<file path="src/ucr_defines.vh">
`ifndef UCR_DEFINES_VH
`define UCR_DEFINES_VH

// Control register field positions.
`define UCR_BIT_LSB_FIRST 0
`define UCR_BIT_SDIO_IN_ONLY 1
`define UCR_BIT_AUTO_PD 2
`define UCR_BIT_EXT_PD_FAST 3
`define UCR_BIT_AUX_DAC_PD 4
`define UCR_BIT_REF_PD 5
`define UCR_BIT_DAC_PD 6
`define UCR_BIT_DIG_PD 7
`define UCR_BIT_AUTO_OSK 8
`define UCR_BIT_OSK_EN 9
`define UCR_BIT_LOAD_ARR 10
`define UCR_BIT_CLR_PHASE 11
`define UCR_BIT_AUTOCLR_PHASE 13
`define UCR_BIT_SEL_SINE 16
`define UCR_MODE_HI 25
`define UCR_MODE_LO 24

// Register geometry and reset value.
`define UCR_REG_W 32
`define UCR_REG_RESET 32'h0000_0000
`define UCR_INSTR_W 8
`define UCR_ADDR_W 5
`define UCR_ADDR_CFR 5'h00
`define UCR_BYTES_CFR 3'h4
`define UCR_CNT_W 6
`define UCR_CNT_DATA 6'd8
`define UCR_CNT_RD_LOAD 6'd7
`define UCR_CNT_LAST 6'd39

// Operating mode encodings.
`define UCR_MODE_QUAD 2'h0
`define UCR_MODE_SINGLE 2'h1

`endif

</file>
<file path="src/ucr_sync2.v">
`timescale 1ns/1ps
module ucr_sync2 (
  input wire i_mclk,
  input wire i_sys_rst,
  input wire i_async,
  output reg o_sync
);
  reg meta;

  always @(posedge i_mclk or posedge i_sys_rst) begin
    if (i_sys_rst) begin
      meta <= 1'b0;
      o_sync <= 1'b0;
    end else begin
      meta <= i_async;
      o_sync <= meta;
    end
  end
endmodule // ucr_sync2

</file>
<file path="src/ucr_serial_port.v">
`timescale 1ns/1ps
`include "ucr_defines.vh"
// Serial port shifter. Takes synchronised pin levels, emits one word write per write
// instruction and shifts read data back out on reads. Bit order and wiring follow the
// two mode inputs.
module ucr_serial_port (
  input wire i_mclk,
  input wire i_sys_rst,
  input wire i_cs_n,
  input wire i_sclk,
  input wire i_sdio,
  input wire i_lsb_first,
  input wire i_in_only,
  input wire [`UCR_REG_W-1:0] i_rd_data,
  output reg o_wr_stb,
  output reg [`UCR_ADDR_W-1:0] o_addr,
  output reg [`UCR_REG_W-1:0] o_wr_data,
  output reg o_sdio_out,
  output reg o_sdio_oe_n,
  output reg o_sdo
);
  reg sclk_d;
  reg [`UCR_CNT_W-1:0] cnt;
  reg [`UCR_INSTR_W-1:0] instr;
  reg [`UCR_REG_W-1:0] shreg;
  reg [`UCR_REG_W-1:0] rd_sh;
  wire rise;
  wire fall;
  wire is_read;
  wire in_data;

  assign rise = i_sclk & ~sclk_d;
  assign fall = ~i_sclk & sclk_d;
  assign is_read = instr[`UCR_INSTR_W-1];
  assign in_data = (cnt >= `UCR_CNT_DATA);

  // Shift one bit into a word in the selected order.
  function [`UCR_REG_W-1:0] shift_in;
    input [`UCR_REG_W-1:0] w;
    input b;
    input lsb;
    begin
      if (lsb)
        shift_in = {b, w[`UCR_REG_W-1:1]};
      else
        shift_in = {w[`UCR_REG_W-2:0], b};
    end
  endfunction

  always @(posedge i_mclk or posedge i_sys_rst) begin
    if (i_sys_rst) begin
      sclk_d <= 1'b0;
      cnt <= 6'h00;
      instr <= 8'h00;
      shreg <= 32'h0000_0000;
      rd_sh <= 32'h0000_0000;
      o_wr_stb <= 1'b0;
      o_addr <= 5'h00;
      o_wr_data <= 32'h0000_0000;
      o_sdio_out <= 1'b0;
      o_sdio_oe_n <= 1'b1;
      o_sdo <= 1'b0;
    end else begin
      sclk_d <= i_sclk;
      o_wr_stb <= 1'b0;
      if (i_cs_n) begin
        cnt <= 6'h00;
        o_sdio_oe_n <= 1'b1;
      end else begin
        if (rise) begin
          cnt <= cnt + 6'h01;
          if (!in_data) begin
            if (i_lsb_first)
              instr <= {i_sdio, instr[`UCR_INSTR_W-1:1]};
            else
              instr <= {instr[`UCR_INSTR_W-2:0], i_sdio};
          end else if (!is_read) begin
            shreg <= shift_in(shreg, i_sdio, i_lsb_first);
            if (cnt == `UCR_CNT_LAST) begin
              o_wr_stb <= 1'b1;
              o_addr <= instr[`UCR_ADDR_W-1:0];
              o_wr_data <= shift_in(shreg, i_sdio, i_lsb_first);
            end
          end
          if (cnt == `UCR_CNT_RD_LOAD)
            rd_sh <= i_rd_data;
        end
        if (fall && in_data && is_read) begin
          o_sdio_out <= i_lsb_first ? rd_sh[0] : rd_sh[`UCR_REG_W-1];
          o_sdo <= i_lsb_first ? rd_sh[0] : rd_sh[`UCR_REG_W-1];
          rd_sh <= i_lsb_first ? {1'b0, rd_sh[`UCR_REG_W-1:1]} : {rd_sh[`UCR_REG_W-2:0], 1'b0};
          o_sdio_oe_n <= i_in_only;
        end
      end
    end
  end
endmodule // ucr_serial_port

</file>
<file path="src/ucr_ctrl.v">
// What this block does
// Bit 16 routes the sine output when set and cosine when clear, only in single tone mode.
// Bit 13 clears the phase accumulator on every update strobe or profile change.
// Bit 11 holds the phase accumulator cleared for as long as it is set.
// Bit 10 reloads the amplitude ramp timer on every update strobe or profile change.
// Bit 9 enables output shift keying, and is clear after reset.
// Bit 8 picks automatic over manual keying, only while bit 9 is set.
// Bit 7 stops the digital core clocks at once on write, with no update strobe.
// Bit 6 powers down the main DAC clocks and bias, clear after reset.
// Bit 5 powers down the reference clock input and PLL at once on write.
// Bit 4 powers down the auxiliary DAC clocks and bias, clear after reset.
// Bit 3 makes the external power-down pin give fast recovery instead of full power-down.
// Bit 2 outside single tone mode stops and flushes the baseband chain while transmit enable is low.
// Bit 1 makes the serial data pin input only (three wire) when set, bidirectional when clear.
// Bit 0 shifts the serial port least significant bit first when set, most first when clear.
// Mode bits 25:24 encode quadrature as 00, single tone as 01 and interpolating DAC as 1x.
// All other fields are buffered on write and take effect on the update strobe.
`timescale 1ns/1ps
`include "ucr_defines.vh"
module ucr_ctrl (
  input wire i_mclk,
  input wire i_sys_rst,
  input wire i_cs_n,
  input wire i_sclk,
  input wire i_sdio,
  input wire i_io_update,
  input wire [2:0] i_profile,
  input wire i_external_powerdown_pin,
  input wire i_transmit_enable_pin,
  output reg o_sdio_out,
  output reg o_sdio_oe_n,
  output reg o_sdo,
  output reg [1:0] o_mode,
  output reg o_sel_sine,
  output reg o_phase_acc_clr,
  output reg o_arr_reload,
  output reg o_osk_en,
  output reg o_osk_auto,
  output reg o_dig_clk_stop,
  output reg o_dac_pd,
  output reg o_ref_pd,
  output reg o_aux_dac_pd,
  output reg o_full_pd,
  output reg o_fast_pd,
  output reg o_bb_flush
);
  wire cs_n_s;
  wire sclk_s;
  wire sdio_s;
  wire upd_s;
  wire ext_pd_s;
  wire tx_en_s;
  wire [2:0] prof_s;
  wire wr_stb;
  wire [`UCR_ADDR_W-1:0] wr_addr;
  wire [`UCR_REG_W-1:0] wr_data;
  wire sp_out;
  wire sp_oe_n;
  wire sp_sdo;
  reg [`UCR_REG_W-1:0] shadow;
  reg [`UCR_REG_W-1:0] active;
  reg upd_d;
  reg [2:0] prof_d;
  wire upd_rise;
  wire prof_chg;
  wire cfr_wr;
  wire single_tone;

  ucr_sync2 u_s_cs (.i_mclk(i_mclk), .i_sys_rst(i_sys_rst), .i_async(i_cs_n), .o_sync(cs_n_s));
  ucr_sync2 u_s_ck (.i_mclk(i_mclk), .i_sys_rst(i_sys_rst), .i_async(i_sclk), .o_sync(sclk_s));
  ucr_sync2 u_s_io (.i_mclk(i_mclk), .i_sys_rst(i_sys_rst), .i_async(i_sdio), .o_sync(sdio_s));
  ucr_sync2 u_s_up (.i_mclk(i_mclk), .i_sys_rst(i_sys_rst), .i_async(i_io_update), .o_sync(upd_s));
  ucr_sync2 u_s_pd (.i_mclk(i_mclk), .i_sys_rst(i_sys_rst), .i_async(i_external_powerdown_pin),
    .o_sync(ext_pd_s));
  ucr_sync2 u_s_tx (.i_mclk(i_mclk), .i_sys_rst(i_sys_rst), .i_async(i_transmit_enable_pin),
    .o_sync(tx_en_s));
  ucr_sync2 u_s_p0 (.i_mclk(i_mclk), .i_sys_rst(i_sys_rst), .i_async(i_profile[0]), .o_sync(prof_s[0]));
  ucr_sync2 u_s_p1 (.i_mclk(i_mclk), .i_sys_rst(i_sys_rst), .i_async(i_profile[1]), .o_sync(prof_s[1]));
  ucr_sync2 u_s_p2 (.i_mclk(i_mclk), .i_sys_rst(i_sys_rst), .i_async(i_profile[2]), .o_sync(prof_s[2]));

  // Port mode bits come from the active copy, so a new wiring or bit order
  // applies from the first instruction after the update strobe.
  ucr_serial_port u_port (
    .i_mclk(i_mclk),
    .i_sys_rst(i_sys_rst),
    .i_cs_n(cs_n_s),
    .i_sclk(sclk_s),
    .i_sdio(sdio_s),
    .i_lsb_first(active[`UCR_BIT_LSB_FIRST]),
    .i_in_only(active[`UCR_BIT_SDIO_IN_ONLY]),
    .i_rd_data(shadow),
    .o_wr_stb(wr_stb),
    .o_addr(wr_addr),
    .o_wr_data(wr_data),
    .o_sdio_out(sp_out),
    .o_sdio_oe_n(sp_oe_n),
    .o_sdo(sp_sdo)
  );

  assign upd_rise = upd_s & ~upd_d;
  assign prof_chg = (prof_s != prof_d);
  assign cfr_wr = wr_stb && (wr_addr == `UCR_ADDR_CFR);
  assign single_tone = (active[`UCR_MODE_HI:`UCR_MODE_LO] == `UCR_MODE_SINGLE);

  always @(posedge i_mclk or posedge i_sys_rst) begin
    if (i_sys_rst) begin
      shadow <= `UCR_REG_RESET;
      active <= `UCR_REG_RESET;
      upd_d <= 1'b0;
      prof_d <= 3'h0;
    end else begin
      upd_d <= upd_s;
      prof_d <= prof_s;
      if (cfr_wr)
        shadow <= wr_data;
      if (upd_rise)
        active <= shadow;
      // Immediate bits track the written value without a strobe.
      if (cfr_wr) begin
        active[`UCR_BIT_DIG_PD] <= wr_data[`UCR_BIT_DIG_PD];
        active[`UCR_BIT_REF_PD] <= wr_data[`UCR_BIT_REF_PD];
      end
    end
  end

  always @(posedge i_mclk or posedge i_sys_rst) begin
    if (i_sys_rst) begin
      o_sdio_out <= 1'b0;
      o_sdio_oe_n <= 1'b1;
      o_sdo <= 1'b0;
      o_mode <= 2'h0;
      o_sel_sine <= 1'b0;
      o_phase_acc_clr <= 1'b0;
      o_arr_reload <= 1'b0;
      o_osk_en <= 1'b0;
      o_osk_auto <= 1'b0;
      o_dig_clk_stop <= 1'b0;
      o_dac_pd <= 1'b0;
      o_ref_pd <= 1'b0;
      o_aux_dac_pd <= 1'b0;
      o_full_pd <= 1'b0;
      o_fast_pd <= 1'b0;
      o_bb_flush <= 1'b0;
    end else begin
      o_sdio_out <= sp_out;
      o_sdio_oe_n <= sp_oe_n | active[`UCR_BIT_SDIO_IN_ONLY];
      o_sdo <= sp_sdo;
      o_mode <= active[`UCR_MODE_HI:`UCR_MODE_LO];
      o_sel_sine <= single_tone & active[`UCR_BIT_SEL_SINE];
      o_phase_acc_clr <= active[`UCR_BIT_CLR_PHASE] |
        (active[`UCR_BIT_AUTOCLR_PHASE] & (upd_rise | prof_chg));
      o_arr_reload <= active[`UCR_BIT_LOAD_ARR] & (upd_rise | prof_chg);
      o_osk_en <= active[`UCR_BIT_OSK_EN];
      o_osk_auto <= active[`UCR_BIT_OSK_EN] & active[`UCR_BIT_AUTO_OSK];
      o_dig_clk_stop <= active[`UCR_BIT_DIG_PD];
      o_dac_pd <= active[`UCR_BIT_DAC_PD];
      o_ref_pd <= active[`UCR_BIT_REF_PD];
      o_aux_dac_pd <= active[`UCR_BIT_AUX_DAC_PD];
      o_full_pd <= ext_pd_s & ~active[`UCR_BIT_EXT_PD_FAST];
      o_fast_pd <= ext_pd_s & active[`UCR_BIT_EXT_PD_FAST];
      o_bb_flush <= active[`UCR_BIT_AUTO_PD] & ~single_tone & ~tx_en_s;
    end
  end
endmodule // ucr_ctrl

</file>
<file path="config.mk">
export PLATFORM = sky130hd
export DESIGN_NAME = ucr_ctrl
export DESIGN_NICKNAME = d
export VERILOG_FILES = /design/src/ucr_sync2.v /design/src/ucr_serial_port.v /design/src/ucr_ctrl.v
export VERILOG_INCLUDE_DIRS = /design/src
export SDC_FILE = /design/constraint.sdc
export NUM_CORES = 1
export LEC_CHECK = 0
export BUFFER_PORTS_ARGS = -buffer_cell sky130_fd_sc_hd__buf_2
export CORE_ASPECT_RATIO = 0.75
export CORE_MARGIN = 10
export CORE_UTILIZATION = 55
export DETAILED_ROUTE_END_ITERATION = 7
export PLACE_DENSITY_LB_ADDON = 0.3
export SYNTH_ARGS = -nofsm -noshare
export SYNTH_HDL_FRONTEND = slang
export SYNTH_HIERARCHICAL = 1
export SYNTH_SLANG_ARGS = --single-unit
export TNS_END_PERCENT = 30
</file>
<file path="constraint.sdc">
create_clock -name i_mclk -period 5.55 [get_ports i_mclk]
set_input_delay 1.11 -clock i_mclk [delete_from_list [all_inputs] [get_ports i_mclk]]
set_output_delay 1.11 -clock i_mclk [all_outputs]
set_load 0.1 [all_outputs]
</file>
==> impl_metrics.prom <==
# TYPE chip_impl_metric gauge
chip_impl_metric{name="max_cap_viol_count",unit=""} 0
chip_impl_info{name="tritoncts_clock_tree",value="done"} 1
chip_impl_metric{name="insertion_delay",unit="ns"} 0.49
chip_impl_metric{name="route.vias.total",unit=""} 4724
chip_impl_metric{name="hpwlAfterDp",unit="um"} 9810
chip_impl_metric{name="synth_async_sr_flop_share",unit="%"} 100
chip_impl_metric{name="synth-compound-area-share",unit="%"} 3.91
chip_impl_metric{name="min_period_over_period",unit="%"} 46.3
chip_impl_info{name="largest_family_of_logic_cells_by_synthesized_area",value="multiplexers"} 1
chip_impl_metric{name="synth_fp_nets",unit=""} 646
chip_impl_info{name="min-delay-path-class",value="reg -> reg"} 1
chip_impl_metric{name="syn-cell-area",unit="um^2"} 8780
chip_impl_metric{name="sequential_cell_area",unit="um^2"} 5160
chip_impl_metric{name="synth_simple_gate_area_share",unit="%"} 5.32
chip_impl_info{name="run_status",value="complete, no violations"} 1
chip_impl_metric{name="holdBufCountCts",unit=""} 0
chip_impl_metric{name="ios",unit=""} 28
chip_impl_metric{name="grt_max_degree",unit=""} 92
chip_impl_metric{name="post_synthesis_adder_cell_area_fraction",unit="%"} 0.285
chip_impl_metric{name="worst_slew_pin_slew",unit="ns"} 1.13
chip_impl_info{name="rsz0062_at_grt",value="false"} 1
chip_impl_metric{name="cp_max_fo",unit=""} 32
chip_impl_metric{name="vias_per_cell",unit=""} 5.44
chip_impl_metric{name="ys_types",unit=""} 38
chip_impl_metric{name="num-nets-final",unit=""} 665
chip_impl_metric{name="post_synth_mux_area_share",unit="%"} 28.0
chip_impl_metric{name="max_freq",unit="MHz"} 389
chip_impl_metric{name="yosys.area_share.xor_xnor",unit="%"} 0.798
chip_impl_metric{name="total_overflow_reported_by_the_global_router",unit=""} 0
chip_impl_metric{name="routed_wirelength",unit="um"} 15400
chip_impl_metric{name="dr.first_iter.drc_count",unit=""} 268
chip_impl_metric{name="syn_inst_count",unit=""} 633
chip_impl_metric{name="yosysTopAreaCellShare",unit="%"} 58.2
chip_impl_metric{name="cts.sinks",unit=""} 206
chip_impl_metric{name="cts_buffers",unit=""} 20
chip_impl_metric{name="die_area",unit="um^2"} 21500
chip_impl_metric{name="syn_avg_cell_area",unit="um^2"} 13.9
chip_impl_metric{name="synth.yosys.warnings",unit=""} 6
chip_impl_info{name="clk_root_buffer_cell",value="clkbuf_16"} 1
chip_impl_metric{name="wl_per_cell",unit="um"} 17.7
chip_impl_metric{name="detail-route-antenna-nets",unit=""} 0
chip_impl_metric{name="yosysSeqAreaShare",unit="%"} 58.8
chip_impl_metric{name="num_antenna_cells",unit=""} 0
chip_impl_metric{name="cts.htree.levels",unit=""} 1
chip_impl_metric{name="ys_ff_latch",unit=""} 206
chip_impl_metric{name="peakVddDrop",unit="mV"} 0.219
chip_impl_metric{name="fill_cells",unit=""} 1195
chip_impl_metric{name="drt_pass1_iterations",unit=""} 5
chip_impl_info{name="post_synth_top_area_cell",value="dfrtp_1"} 1
chip_impl_metric{name="wire_length_of_the_first_global_routing_pass",unit="um"} 26500
chip_impl_metric{name="core_area",unit="um^2"} 15400
chip_impl_metric{name="multi_input_comb_area",unit="um^2"} 3370
chip_impl_metric{name="power_density",unit="nW/um^2"} 300
chip_impl_metric{name="portBuffers",unit=""} 27
chip_impl_metric{name="grt_antenna_before_repair",unit=""} 0
chip_impl_metric{name="cts_resized",unit=""} 0
chip_impl_info{name="timing.critical_path.cells",value="nor2b_1 -> or3b_1 -> o22a_4 -> mux2_4"} 1
chip_impl_metric{name="first_global_vias",unit=""} 5198
chip_impl_metric{name="drc_errors",unit=""} 0
chip_impl_metric{name="cts.reportedPaths.clkPinSlew",unit="ns"} 0.06
chip_impl_metric{name="cell_leakage_power",unit="nW"} 4.80
chip_impl_info{name="path_class",value="reg -> reg"} 1
chip_impl_metric{name="clockBufferDepth",unit=""} 3
chip_impl_metric{name="data_arrival_at_the_endpoint_of_the_critical_path",unit="ns"} 2.94
chip_impl_metric{name="grtUsageTotal",unit="%"} 14.6
chip_impl_metric{name="fin_setup_tns",unit="ns"} 0
chip_impl_metric{name="finalCriticalPeriod",unit="ns"} 2.57
chip_impl_metric{name="core.rowCount",unit=""} 39
chip_impl_info{name="post-synth-top-count-cell",value="dfrtp_1"} 1
chip_impl_metric{name="worstPathRequired",unit="ns"} 5.91
chip_impl_info{name="critical_path.slowest_cell",value="or3b_1"} 1
chip_impl_info{name="synth_flop_cell",value="dfrtp_1"} 1
chip_impl_metric{name="fraction_of_layout_instances_using_a_drive_strength_above_1",unit="%"} 36.7
chip_impl_metric{name="cts_setup_buffers",unit=""} 0
chip_impl_metric{name="timing_hold_violations_final",unit=""} 0
chip_impl_metric{name="cpPeakStageDelay",unit="ns"} 0.62
chip_impl_info{name="synth.top_cells.by_area",value="dfrtp_1 (58%), mux2_2 (14%), mux2_4 (10%), mux2i_1 (3.8%), o21ai_0 (3.4%)"} 1
chip_impl_metric{name="start_util",unit="%"} 56.9
chip_impl_metric{name="timing.final.setup_violations",unit=""} 0
chip_impl_info{name="synth_common_cells",value="dfrtp_1 (204), mux2_2 (109), nand2_1 (65)"} 1
chip_impl_metric{name="layout-area-overhead-vs-synth",unit="%"} 10.1
chip_impl_metric{name="timing.clock.skew",unit="ns"} 0.0119
chip_impl_metric{name="final_core_utilization",unit="%"} 62.7
chip_impl_metric{name="die_x",unit="um"} 166
chip_impl_metric{name="number_of_synthesized_flops_with_an_enable_pin",unit=""} 0
chip_impl_info{name="start_kind",value="flop"} 1
chip_impl_info{name="timing.critical_path.to_type",value="flop"} 1
chip_impl_metric{name="place_congestion",unit=""} 0.726
chip_impl_metric{name="report.final.slew_viol_count",unit=""} 0
chip_impl_metric{name="die-height",unit="um"} 129
chip_impl_metric{name="maxSlewHeadroom",unit="%"} 24.5
[routing by layer]
metal | GRT usage [%] | share of wire (%) | up-vias
li1 | - | - | 2225
met1 | 19.6 | 48 | 2416
met2 | 24.2 | 47 | 57
met3 | 2.75 | 3.3 | 26
met4 | 3.53 | 2.1 | 0
met5 | 0 | 0 | -
[where the power goes]
| group | switching, mW | internal, mW | leakage, nW |
|---|---|---|---|
| Sequential | 0.0187 | 1.52 | 2.81 |
| Clock | 0.530 | 0.756 | 0.312 |
| Combinational | 0.0508 | 0.0185 | 1.68 |
[cells by family after synthesis]
family | after synthesis
buffers and inverters | 52
and+or+nand+nor | 98
AOI/OAI and AO/OA | 65
DFF | 206
adders and majority gates | 2
xor gates and xnor gates | 8
muxes | 202
[worst max-delay path, delay by kind of cell (launching register included)]
| kind | cells | cell delay (ns) |
|---|---|---|
| multiplexers | 1 | 0.39 |
| AO/OA/AOI/OAI | 1 | 0.55 |
| AND/OR/NAND/NOR | 2 | 1.10 |
| flip-flops | 1 | 0.39 |
[cell type report]
cell class                 count  area share, %
inverter                      15          0.609
clock buffer                  31           6.34
timing repair buffer          34           1.94
multi-input combinational    375           34.9
tap                          205           2.65
clock inverter                 3          0.155
sequential                   206           53.4
[final timing paths]
check	startpoint	endpoint	slack (ns)	depth (start not counted)
worst max-delay path	u_s_ck/o_sync	u_port/rd_sh[11]	2.98	4
worst min-delay path	u_s_io/meta	u_s_io/o_sync	0.34	0
worst max register to register	u_s_ck/o_sync	u_port/rd_sh[11]	2.98	4
worst min register to register	u_s_io/meta	u_s_io/o_sync	0.34	0
max in group asynchronous	i_sys_rst	u_port/shreg[24]	3.56	3
min in group asynchronous	i_sys_rst	u_s_up/meta	0.60	2
[cell usage in the layout (no fill, tap or decap), types with 7 or more instances in the layout]
cell,Yosys,routed
mux2_2,109,109
xor2_1,7,7
o21ai_0,59,59
dfrtp_1,204,203
nand2_1,65,65
mux2i_1,33,33
buf_2,10,27
nor2_1,7,7
clkbuf_16,0,21
buf_4,1,7
mux2_4,60,60
inv_1,15,13
[metrics by stage]
stage	power (mW)	hold WS [ns]	instance area (um^2)	setup slack [ns]	instances
after floorplan	1.61	0.331	8780	1.28	633
after global placement	1.64	0.332	9030	2.99	835
after detailed placement	1.64	0.337	9030	2.93	835
after CTS	2.93	0.348	9660	2.98	869
after global routing	3.01	0.357	9660	2.80	869
final	2.90	0.343	9660	2.98	869
[state kept, by name, summed over array words and instances (netlist names), 2 cells and up]
register and flops:
u_port/rd_sh 32, shadow 32, u_port/instr 8, o_mode 2
u_port/o_addr 5, active 16, u_port/shreg 32, u_port/cnt 6
u_port/o_wr_data 32, prof_d 3
Power figures use the tool's default switching activity.
